### src/rtl/ptps_pkg.sv
package ptps_pkg;
    // register byte offsets
    localparam logic [11:0] PTPS_TIME_STATUS_OFS = 12'h728;
    localparam logic [11:0] PTPS_PPS_CONTROL_OFS = 12'h72C;
    localparam logic [11:0] PTPS_IRQ_STATUS_OFS = 12'h730;
    localparam logic [11:0] PTPS_IRQ_MASK_OFS = 12'h734;
    localparam int PTPS_DECODE_W = 12;

    // field positions
    localparam int PTPS_OVF_BIT = 0;
    localparam int PTPS_TGT_BIT = 1;
    localparam int PTPS_EVENT_W = 2;
    localparam int PTPS_RATE_W = 4;

    // reset values
    localparam logic [31:0] PTPS_TIME_STATUS_RESET = 32'h0000_0000;
    localparam logic [3:0] PTPS_RATE_RESET = 4'h0;
    localparam logic [1:0] PTPS_IRQ_MASK_RESET = 2'h0;
    localparam logic [31:0] PTPS_READ_ZERO = 32'h0000_0000;

    // time and pulse constants
    localparam logic [31:0] PTPS_SEC_MAX = 32'hFFFF_FFFF;
    localparam logic [31:0] PTPS_SEC_ZERO = 32'h0000_0000;
    localparam int PTPS_SUBSEC_W = 31;
    localparam logic [4:0] PTPS_BIN_TOP_BIT = 5'h1E;
    localparam logic [4:0] PTPS_DIG_TOP_BIT = 5'h1D;
    localparam int PTPS_BIN_WIDTH_BITS = 3;
    localparam logic [30:0] PTPS_DIG_WIDTH_NS = 31'h05F5_E100;

    // ahb-lite codes
    localparam logic [1:0] PTPS_HTRANS_NONSEQ = 2'h2;
    localparam logic PTPS_HRESP_OKAY = 1'h0;

    typedef struct packed {
        logic [31:0] sec;
        logic [30:0] subsec;
    } ptps_time_t;

    typedef struct packed {
        logic [31:0] sec;
        logic [31:0] nsec;
    } ptps_target_t;

    typedef struct packed {
        logic write;
        logic [11:0] addr;
    } ptps_dphase_t;
endpackage

### src/rtl/ptps_top.sv
// Chosen here: the AHB-Lite register port.
`timescale 1ns/1ns
// How it works
// - seconds wrapping past all ones sets the sticky overflow flag, bit 0.
// - bit 1 reads high while system time is at or past target.
// - pulse frequency under binary rollover is two to the power of the 4-bit rate field.
// - rate zero gives 1 Hz: 125 ms binary, 100 ms digital pulse width.
// - nonzero rates under binary rollover give a 50 percent square wave.
// - reserved bits read zero; status resets to all zeros.
// - reaching target seconds and nanoseconds raises an interrupt.
module ptps_top
    import ptps_pkg::*;
(
    input wire logic clock_in,
    input wire logic reset_in,
    input wire logic enable_in,
    input wire logic hsel_in,
    input wire logic [31:0] haddr_in,
    input wire logic [1:0] htrans_in,
    input wire logic hwrite_in,
    input wire logic [2:0] hsize_in,
    input wire logic [31:0] hwdata_in,
    input wire logic hready_in,
    output logic hreadyout_out,
    output logic hresp_out,
    output logic [31:0] hrdata_out,
    input wire ptps_time_t system_time_in,
    input wire ptps_target_t target_time_in,
    input wire logic digital_rollover_in,
    output logic pps_out,
    output logic irq_out
);
    // bus data phase tracking
    ptps_dphase_t dphase;
    ptps_dphase_t next_dphase;
    logic dphase_valid;
    logic next_dphase_valid;
    logic [31:0] hrdata;
    logic [31:0] next_hrdata;
    logic accept;
    logic read_accept;
    logic write_commit;
    logic [31:0] read_mux;

    // software registers
    logic [PTPS_RATE_W-1:0] rate;
    logic [PTPS_RATE_W-1:0] next_rate;
    logic [PTPS_EVENT_W-1:0] irq_mask;
    logic [PTPS_EVENT_W-1:0] next_irq_mask;

    // time tracking
    logic [31:0] prev_sec;
    logic [31:0] next_prev_sec;
    logic reached;
    logic next_reached;
    logic at_or_past;
    logic overflow_event;
    logic reached_event;
    logic [PTPS_EVENT_W-1:0] events;

    // status flags
    logic [0:0] overflow_flag;
    logic [0:0] overflow_clear;
    logic [PTPS_EVENT_W-1:0] irq_status;
    logic [PTPS_EVENT_W-1:0] irq_clear;

    // address phase taken while the slave is ready
    always_comb begin
        accept = hsel_in && htrans_in[1] && hready_in && enable_in;
        read_accept = accept && !hwrite_in;
        write_commit = dphase_valid && dphase.write && enable_in;
    end

    // bus phase state
    always_comb begin
        next_dphase = dphase;
        next_dphase_valid = dphase_valid;
        if (hready_in) begin
            next_dphase_valid = accept;
            if (accept) begin
                next_dphase.write = hwrite_in;
                next_dphase.addr = haddr_in[PTPS_DECODE_W-1:0];
            end
        end
    end

    always_ff @(posedge clock_in or posedge reset_in) begin
        if (reset_in) begin
            dphase <= '0;
            dphase_valid <= 1'b0;
        end else if (enable_in) begin
            dphase <= next_dphase;
            dphase_valid <= next_dphase_valid;
        end
    end

    // read multiplexer, sampled in the address phase
    always_comb begin
        read_mux = PTPS_READ_ZERO;
        unique case (haddr_in[PTPS_DECODE_W-1:0])
            PTPS_TIME_STATUS_OFS: begin
                read_mux[PTPS_OVF_BIT] = overflow_flag[0];
                read_mux[PTPS_TGT_BIT] = reached;
            end
            PTPS_PPS_CONTROL_OFS: begin
                read_mux[PTPS_RATE_W-1:0] = rate;
            end
            PTPS_IRQ_STATUS_OFS: begin
                read_mux[PTPS_EVENT_W-1:0] = irq_status;
            end
            PTPS_IRQ_MASK_OFS: begin
                read_mux[PTPS_EVENT_W-1:0] = irq_mask;
            end
            default: begin
                read_mux = PTPS_READ_ZERO;
            end
        endcase
    end

    // read data register
    always_comb begin
        next_hrdata = hrdata;
        if (read_accept) begin
            next_hrdata = read_mux;
        end
    end

    always_ff @(posedge clock_in or posedge reset_in) begin
        if (reset_in) begin
            hrdata <= PTPS_READ_ZERO;
        end else if (enable_in) begin
            hrdata <= next_hrdata;
        end
    end

    // software writable registers
    always_comb begin
        next_rate = rate;
        next_irq_mask = irq_mask;
        if (write_commit) begin
            unique case (dphase.addr)
                PTPS_PPS_CONTROL_OFS: begin
                    next_rate = hwdata_in[PTPS_RATE_W-1:0];
                end
                PTPS_IRQ_MASK_OFS: begin
                    next_irq_mask = hwdata_in[PTPS_EVENT_W-1:0];
                end
                default: begin
                    next_rate = rate;
                end
            endcase
        end
    end

    always_ff @(posedge clock_in or posedge reset_in) begin
        if (reset_in) begin
            rate <= PTPS_RATE_RESET;
            irq_mask <= PTPS_IRQ_MASK_RESET;
        end else if (enable_in) begin
            rate <= next_rate;
            irq_mask <= next_irq_mask;
        end
    end

    // time comparison and event detection
    always_comb begin
        at_or_past = (system_time_in.sec > target_time_in.sec) ||
            ((system_time_in.sec == target_time_in.sec) &&
            ({1'b0, system_time_in.subsec} >= target_time_in.nsec));
        overflow_event = (prev_sec == PTPS_SEC_MAX) &&
            (system_time_in.sec == PTPS_SEC_ZERO);
        reached_event = at_or_past && !reached;
        events = '0;
        events[PTPS_OVF_BIT] = overflow_event;
        events[PTPS_TGT_BIT] = reached_event;
        next_prev_sec = system_time_in.sec;
        next_reached = at_or_past;
    end

    always_ff @(posedge clock_in or posedge reset_in) begin
        if (reset_in) begin
            prev_sec <= PTPS_SEC_ZERO;
            reached <= 1'b0;
        end else if (enable_in) begin
            prev_sec <= next_prev_sec;
            reached <= next_reached;
        end
    end

    // clear controls: overflow clears on read, interrupt bits on write-one
    always_comb begin
        overflow_clear = 1'b0;
        irq_clear = '0;
        if (read_accept && (haddr_in[PTPS_DECODE_W-1:0] == PTPS_TIME_STATUS_OFS)) begin
            overflow_clear = 1'b1;
        end
        if (write_commit && (dphase.addr == PTPS_IRQ_STATUS_OFS)) begin
            irq_clear = hwdata_in[PTPS_EVENT_W-1:0];
        end
    end

    ptps_sticky_flag #(
        .WIDTH(1)
    ) u_overflow_flag (
        .clock_in(clock_in),
        .reset_in(reset_in),
        .enable_in(enable_in),
        .set_in(overflow_event),
        .clear_in(overflow_clear),
        .flag_out(overflow_flag)
    );

    ptps_sticky_flag #(
        .WIDTH(PTPS_EVENT_W)
    ) u_irq_status (
        .clock_in(clock_in),
        .reset_in(reset_in),
        .enable_in(enable_in),
        .set_in(events),
        .clear_in(irq_clear),
        .flag_out(irq_status)
    );

    ptps_pps_gen u_pps_gen (
        .clock_in(clock_in),
        .reset_in(reset_in),
        .enable_in(enable_in),
        .subsec_in(system_time_in.subsec),
        .digital_rollover_in(digital_rollover_in),
        .rate_in(rate),
        .pps_out(pps_out)
    );

    // outputs
    assign irq_out = |(irq_status & irq_mask);
    assign hreadyout_out = enable_in;
    assign hresp_out = PTPS_HRESP_OKAY;
    assign hrdata_out = hrdata;
endmodule

### src/rtl/ptps_sticky_flag.sv
`timescale 1ns/1ns
module ptps_sticky_flag
    import ptps_pkg::*;
#(
    parameter int WIDTH = 1
) (
    input wire logic clock_in,
    input wire logic reset_in,
    input wire logic enable_in,
    input wire logic [WIDTH-1:0] set_in,
    input wire logic [WIDTH-1:0] clear_in,
    output logic [WIDTH-1:0] flag_out
);
    logic [WIDTH-1:0] flag;
    logic [WIDTH-1:0] next_flag;

    // set beats clear in the same cycle
    always_comb begin
        next_flag = (flag & ~clear_in) | set_in;
    end

    always_ff @(posedge clock_in or posedge reset_in) begin
        if (reset_in) begin
            flag <= '0;
        end else if (enable_in) begin
            flag <= next_flag;
        end
    end

    assign flag_out = flag;
endmodule

### src/rtl/ptps_pps_gen.sv
`timescale 1ns/1ns
module ptps_pps_gen
    import ptps_pkg::*;
(
    input wire logic clock_in,
    input wire logic reset_in,
    input wire logic enable_in,
    input wire logic [PTPS_SUBSEC_W-1:0] subsec_in,
    input wire logic digital_rollover_in,
    input wire logic [PTPS_RATE_W-1:0] rate_in,
    output logic pps_out
);
    logic pps;
    logic next_pps;
    logic [4:0] bin_bit;
    logic [4:0] dig_bit;

    always_comb begin
        bin_bit = PTPS_BIN_TOP_BIT - {1'b0, rate_in};
        dig_bit = PTPS_DIG_TOP_BIT - {1'b0, rate_in};
        if (rate_in == PTPS_RATE_RESET) begin
            if (digital_rollover_in) begin
                // first 100 ms of each second
                next_pps = subsec_in < PTPS_DIG_WIDTH_NS;
            end else begin
                // first eighth of each second, 125 ms
                next_pps = subsec_in[PTPS_SUBSEC_W-1 -: PTPS_BIN_WIDTH_BITS] == '0;
            end
        end else if (digital_rollover_in) begin
            // nanosecond count is not a power of two, so the wave is irregular
            next_pps = ~subsec_in[dig_bit];
        end else begin
            // half period of 2^rate hz is one subsecond bit
            next_pps = ~subsec_in[bin_bit];
        end
    end

    always_ff @(posedge clock_in or posedge reset_in) begin
        if (reset_in) begin
            pps <= 1'b0;
        end else if (enable_in) begin
            pps <= next_pps;
        end
    end

    assign pps_out = pps;
endmodule

### config.mk
export PLATFORM = sky130hd
export DESIGN_NAME = ptps_top
export DESIGN_NICKNAME = d
export VERILOG_FILES = /design/src/rtl/ptps_pkg.sv /design/src/rtl/ptps_top.sv /design/src/rtl/ptps_sticky_flag.sv /design/src/rtl/ptps_pps_gen.sv
export SDC_FILE = /design/constraint.sdc
export NUM_CORES = 1
export LEC_CHECK = 0
export BUFFER_PORTS_ARGS = -buffer_cell sky130_fd_sc_hd__buf_2
export CAP_MARGIN = 40
export CORE_ASPECT_RATIO = 0.7
export CORE_MARGIN = 3
export CORE_UTILIZATION = 44
export CTS_CLUSTER_SIZE = 14
export DETAILED_ROUTE_END_ITERATION = 10
export PLACE_DENSITY_LB_ADDON = 0.25
export SETUP_SLACK_MARGIN = 0.15
export SYNTH_ARGS = -nofsm -noshare
export SYNTH_HDL_FRONTEND = slang
export SYNTH_SLANG_ARGS = --single-unit
### constraint.sdc
create_clock -name clock_in -period 2.4 [get_ports clock_in]
set_clock_uncertainty 0.1 [all_clocks]
set_input_delay 0.12 -clock clock_in [delete_from_list [all_inputs] [get_ports clock_in]]
set_output_delay 0.12 -clock clock_in [all_outputs]
set_load 0.01 [all_outputs]
==> flow_summary.json, run 1 <==
{
  "max_freq_ghz": 0.459,
  "syn-instance-count": 530,
  "top_usage_layer": "met2",
  "ys_seq_area_frac": 0.293,
  "synth-edff-count": 0,
  "muxShareOfSynthArea": 0.165,
  "tightest_slew_ps": 596,
  "worstSetupPathType": "reg -> reg",
  "arrival_ps": 2340,
  "synthFlopType": "dfrtp_1",
  "ys_top_cells_by_count": "72 x inv_1, 67 x ha_1, 61 x dfrtp_1, 49 x mux2_2, 35 x nand2_1",
  "insertion_delay_ps": 340,
  "layout.nets": 1013,
  "final.fill_count": 965,
  "worst_setup_path_end_kind": "flip-flop",
  "die_h_um": 97.0,
  "grt_max_degree": 40,
  "final-hold-violation-count": 0,
  "pwr-share-comb": 0.220,
  "status": "complete, no violations",
  "fin_crit_sh": 0.908,
  "ant_nets": 0,
  "yosysMostFrequentCell": "inv_1",
  "met3_usage": 0.0593,
  "powerDensity_nw_per_um2": 499,
  "routedWlPerCell_um": 16.1,
  "routed-via-count": 4752,
  "async_reset_ff_frac": 1.00,
  "setup_viol": 0,
  "r2r_cells": 7,
  "die-area_um2": 13200,
  "antenna_found_initial": 0,
  "numCtsBuffers": 9,
  "yosys.area.top_type": "dfrtp_1",
  "ir_drop_mv": 0.322,
  "synth_xor_xnor_area_share": 0.00336,
  "synth_area_um2": 5210,
  "switchingPower_uw": 883,
  "dp_hpwl_mm": 11.5,
  "reg2reg_slack_ps": 220,
  "grt_pass1_wl_mm": 23.8,
  "yosysUniqueCellTypes": 67,
  "grtUsageMet2": 0.358,
  "wl_mm": 14.5,
  "period_minus_slack_ps": 2180,
  "gp_congestion": 0.895,
  "yosys_register_bits": 61,
  "r2r-start": "rate[1]$_DFFE_PP0P_",
  "crit_path_max_fanout": 4,
  "coreArea_um2": 11300,
  "die_x_um": 136,
  "synth_compound_area_frac": 0.105,
  "antenna_cells": 0,
  "htreeDepth": 3,
  "use_met1": 0.302,
  "place_ws_ps": 26.7,
  "ys_warn_count": 0,
  "io_buffers": 157,
  "p_int_mw": 2.58,
  "clk_path_buf_depth": 2,
  "rsz0062_at_grt": "true",
  "clkPwrFrac": 0.429,
  "initial_core_util": 0.461,
  "slew_viol_final": 0,
  "synthSimpleGateAreaFrac": 0.157,
  "area_delta_synth_final_pct": 33.4,
  "synth_top_cell_area_share": 0.293,
  "drtPass1Iterations": 4,
  "drive_gt1_frac": 0.350,
  "drc": 0,
  "hold_class": "in -> reg",
  "clock-sinks": 61,
  "syn_area_per_cell_um2": 9.83,
  "power_leakage_nw": 3.57,
  "drt-initial-drc-count": 220,
  "slew_headroom": 0.602,
  "ios": 239,
  "cts_tree": "built",
  "cts_root_buf": "clkbuf_16",
  "drt-vias-per-instance": 5.27,
  "required_ps": 2560,
  "fin_tns_setup_ps": 0,
  "layout_setup_ws_ps": 220,
  "synthAdderAreaFrac": 0.161,
  "overflow": 0,
  "synth.area.top_cells": "dfrtp_1 29%, ha_1 16%, mux2_2 11%",
  "clk_pin_slew_ps": 50,
  "hp-start": "system_time_in[39]",
  "cap_violations": 0,
  "gr-usage-all-layers": 0.224,
  "synth_top_family_by_area": "multiplexers",
  "rr_endpoint": "u_pps_gen.pps_out$_DFFE_PP0P_",
  "critical_path.startpoint_type": "flip-flop",
  "seq_power_share": 0.351,
  "whs_path_depth": 2,
  "grt_pass1_vias": 4990,
  "p_sw_frac": 0.255,
  "rows": 32,
  "whs_endpoint": "prev_sec[8]$_DFFE_PP0P_"
}
metrics by stage:
stage | area, um^2 | util | hold WS, ps | power, mW | instances
after global placement | 6060 | 0.536 | 122 | 1.88 | 834
after detailed placement | 6060 | 0.536 | 135 | 1.92 | 834
after CTS | 6910 | 0.612 | 0.132 | 3.48 | 900
after global routing | 6950 | 0.615 | 13.2 | 3.65 | 901
final | 6950 | 0.615 | 11.8 | 3.47 | 901
after floorplan | 5330 | - | 137 | 1.66 | 558
layer usage:
| metal | wire length (um) | part of all wire |
|---|---|---|
| met1 | 6580 | 0.45 |
| met2 | 6820 | 0.47 |
| met3 | 898 | 0.062 |
| met4 | 186 | 0.013 |
| met5 | 0 | 0 |
critical path: stages, from the launching register on:
cell	delay (ps)
dfrtp_2	430
ha_2	390
mux4_2	330
a22o_1	220
a211o_1	270
nor3_2	160
nand4_1	120
nand3_1	100
cells by family after synthesis:
family / Yosys count
simple gates: 135
xor+xnor: 2
flops: 61
fa+ha+maj: 67
buf+inv: 116
other cells: 1
mux: 66
compound gates: 82
cells in the final DEF, fill, tap and decap left out, types with 3 or more instances in the layout:
master	synthesis	routed
a31oi_1	3	3
mux2i_1	3	3
a2111oi_0	3	3
nand2b_1	3	3
nor2_1	19	19
nor3_1	7	6
a21o_1	3	3
nand2_1	35	35
and4_1	3	3
bufinv_16	0	3
a22o_1	5	5
mux4_2	10	10
buf_4	30	9
o31ai_1	3	3
a211oi_1	3	3
a21oi_1	24	24
inv_1	72	71
o21ai_0	15	15
nor2b_1	3	3
clkbuf_16	0	9
a221oi_1	4	4
mux2_2	49	49
dfrtp_1	61	60
and4b_1	5	5
dlygate4sd3_1	0	50
nor4bb_1	3	3
a211o_1	3	3
ha_1	67	64
conb_1	1	29
nand4_1	20	20
nand4b_1	7	7
nand3_1	7	7
nor4_1	6	6
buf_2	1	157
final cells by class:
type | count | area [um^2] | area share
clock buffers | 12 | 246 | 0.0355
clock inverters | 4 | 95.1 | 0.0137
inverters | 72 | 270 | 0.0389
multi-input cells | 381 | 3230 | 0.465
flip-flops and latches | 61 | 1530 | 0.220
well taps | 153 | 191 | 0.0276
repair buffers | 218 | 1390 | 0.199
registers in the layout, summed over array words and instances, names as in the netlist:
register	count
prev_sec	32
dphase	13
hrdata_out	4
rate	4
irq_mask	2
u_irq_status.flag_out	2
dphase_valid	1
reached	1
u_overflow_flag.flag_out	1
u_pps_gen.pps_out	1
what timing repair did:
item | CTS | global route
hold buffers | 50 | 0
setup buffers | 0 | 1
hold endpoints to repair | 78 | 0
pin swaps | 0 | 2
gates resized for setup | 3 | 5
setup endpoints to repair | 1 | 5
worst max path at each step:
stage / start / to / slack (ps) / cells past startpoint
floorplan: rate[0]$_DFFE_PP0P_ / u_pps_gen.pps_out$_DFFE_PP0P_ / 150 / 9
global placement: system_time_in[56] / reached$_DFFE_PP0P_ / 50 / 8
detailed placement: system_time_in[56] / reached$_DFFE_PP0P_ / 30 / 8
CTS: rate[1]$_DFFE_PP0P_ / u_pps_gen.pps_out$_DFFE_PP0P_ / 150 / 7
global route: rate[2]$_DFFE_PP0P_ / u_pps_gen.pps_out$_DFFE_PP0P_ / 120 / 7
finish: rate[1]$_DFFE_PP0P_ / u_pps_gen.pps_out$_DFFE_PP0P_ / 220 / 7
power groups by stage:
stage / clock (mW) / combinational, mW / sequential (mW)
finish: 1.49 / 0.762 / 1.22
global route: 1.57 / 0.853 / 1.23
CTS: 1.52 / 0.750 / 1.22
detailed placement: 0 / 0.684 / 1.23
global placement: 0 / 0.653 / 1.22
floorplan: 0 / 0.451 / 1.21
Note: power is estimated with default switching activity, not from simulation.
==> run 2, diff against run 1 <==
Settings changed: CELL_PAD_IN_SITES_DETAIL_PLACEMENT set to 0, CELL_PAD_IN_SITES_GLOBAL_PLACEMENT set to 2, CORE_UTILIZATION 44 to 25.
Clock period 2.4 ns to 2 ns, I/O delays scaled along.
==> run 2 against run 1 <==
  * The run now ends with setup timing left
  * Critical endpoint unchanged
  * Critical path type unchanged
  * Highest routed layer unchanged
  * Via count decreased by 0.51%
  * Sequential power is 20% higher
  * Largest power group is now sequential cells
  * Fmax rose by 2.4%
  * Combinational power rose by 30%
  * Design area rose by 6.0%
  * Cell count up 16%
  * Register-to-register slack lost 350 ps
==> flow_summary.json, run 2 (same netlist as run 1, synthesis figures left out) <==
{
  "reg2reg_slack_ps": -130,
  "dpl_cell_area_um2": 6540,
  "worst_setup_path_end_kind": "flip-flop",
  "grt_max_degree": 36,
  "grt_pass1_vias": 5159,
  "area_delta_synth_final_pct": 41.4,
  "layout_setup_ws_ps": -129,
  "clkPwrFrac": 0.364,
  "grtUsageMet2": 0.233,
  "use_met1": 0.211,
  "switchingPower_mw": 1.07,
  "drive_gt1_frac": 0.418,
  "ant_nets": 0,
  "p_sw_frac": 0.278,
  "hold_class": "in -> reg",
  "gp_congestion": 0.787,
  "die-area_um2": 22600,
  "io_buffers": 157,
  "critical_path.startpoint_type": "flip-flop",
  "final-seq-area_um2": 1530,
  "drt-initial-drc-count": 195,
  "seq_power_share": 0.380,
  "numCtsBuffers": 9,
  "power_leakage_nw": 3.72,
  "met3_usage": 0.0344,
  "routedWlPerCell_um": 16.0,
  "final_common_cell": "buf_2",
  "place_ws_ps": -210,
  "antenna_cells": 0,
  "crit_path_max_fanout": 5,
  "tightest_slew_ps": 511,
  "clock-sinks": 61,
  "die_h_um": 127,
  "rows": 43,
  "whs_ps": 4.11,
  "setup_viol": 4,
  "layout.nets": 1040,
  "top_usage_layer": "met2",
  "initial_core_util": 0.259,
  "stdcell_area_um2": 7370,
  "final-hold-violation-count": 0,
  "rsz0062_at_grt": "true",
  "ir_drop_mv": 0.380,
  "wl_mm": 16.7,
  "status": "complete, but fails checks",
  "drt-vias-per-instance": 4.53,
  "grt_pass1_wl_mm": 26.7,
  "worstSetupPathType": "reg -> reg",
  "p_int_mw": 2.78,
  "slew_headroom": 0.651,
  "antenna_found_initial": 0,
  "pwr-share-comb": 0.256,
  "gr-usage-all-layers": 0.148,
  "coreArea_um2": 20100,
  "powerDensity_nw_per_um2": 523,
  "fin_tns_setup_ps": -228,
  "largest_register": "prev_sec",
  "cap_violations": 0,
  "fin_crit_sh": 1.06,
  "period_minus_slack_ps": 2130,
  "insertion_delay_ps": 330,
  "overflow": 0,
  "arrival_ps": 2290,
  "cts_root_buf": "clkbuf_16",
  "utilization": 0.366,
  "violations": "setup timing",
  "clk_path_buf_depth": 2,
  "multi_input_area_um2": 3350,
  "htreeDepth": 3,
  "max_freq_ghz": 0.470,
  "mostFrequentLayoutCells": "149 x buf_2, 65 x inv_1, 60 x ha_1",
  "required_ps": 2160,
  "reg_top3": "prev_sec: 32 flops, dphase: 13 flops",
  "final.fill_count": 2061,
  "drtPass1Iterations": 4,
  "largest_reg_flops": 32,
  "drc": 0,
  "cts_tree": "built",
  "ios": 239,
  "slew_viol_final": 0,
  "dp_hpwl_mm": 13.7,
  "die_x_um": 179,
  "clk_pin_slew_ps": 50,
  "routed-via-count": 4728
}
-- run 2: critical path, cell delays in order, from the launching register on --
cell and delay [ps]:
dfrtp_2 450, ha_4 300, buf_4 120, mux4_2 300
and3_1 180, a211o_1 240, nor3_2 150, nand4_1 120
nand3_1 110
-- run 2: timing repair --
| item | CTS | global route |
|---|---|---|
| pin swaps | 16 | 9 |
| hold endpoints to repair | 97 | 0 |
| hold buffers | 34 | 0 |
| gates cloned | 0 | 0 |
| setup buffers | 4 | 1 |
| endpoints found under the setup margin | 9 | 10 |
| resized for setup | 33 | 5 |
-- run 2: worst paths after layout --
kind / from / to / cells past startpoint
min in group asynchronous: reset_in / dphase[1]$_DFFE_PP0P_ / 3
setup / recovery: rate[1]$_DFFE_PP0P_ / u_pps_gen.pps_out$_DFFE_PP0P_ / 8
hold reg to reg: hrdata_out[0]$_DFFE_PP0P_ / hrdata_out[0]$_DFFE_PP0P_ / 2
setup reg to reg: rate[1]$_DFFE_PP0P_ / u_pps_gen.pps_out$_DFFE_PP0P_ / 8
max in group asynchronous: reset_in / rate[0]$_DFFE_PP0P_ / 4
hold / removal: system_time_in[38] / prev_sec[7]$_DFFE_PP0P_ / 2
-- run 2: power by group through the flow --
stage          combinational, mW  clock [mW]  sequential (mW)
6_report                   0.987        1.40             1.47
5_1_grt                     1.11        1.51             1.48
4_1_cts                    0.993        1.44             1.46
3_5_place_dp               0.896           0             1.48
3_3_place_gp               0.874           0             1.47
2_1_floorplan              0.545           0             1.45
-- run 2: area by class of cell --
class / instances / area share
clock buffer: 12 / 0.0348
clock inverter: 2 / 0.00136
inverter: 72 / 0.0370
multi-input combinational: 381 / 0.455
sequential: 61 / 0.208
tap: 270 / 0.0459
timing repair buffer: 245 / 0.218
-- run 2: routing by layer --
layer,vias to the layer above,wire length (um)
met4,0,94
met1,2253,8250
met3,12,859
met5,-,0
li1,2348,-
met2,115,7470
-- run 2: stage by stage --
stage	cells	total power, mW
after global routing	1043	4.11
after CTS	1042	3.90
after global placement	990	2.35
after detailed placement	990	2.38
after floorplan	558	1.99
final	1043	3.86
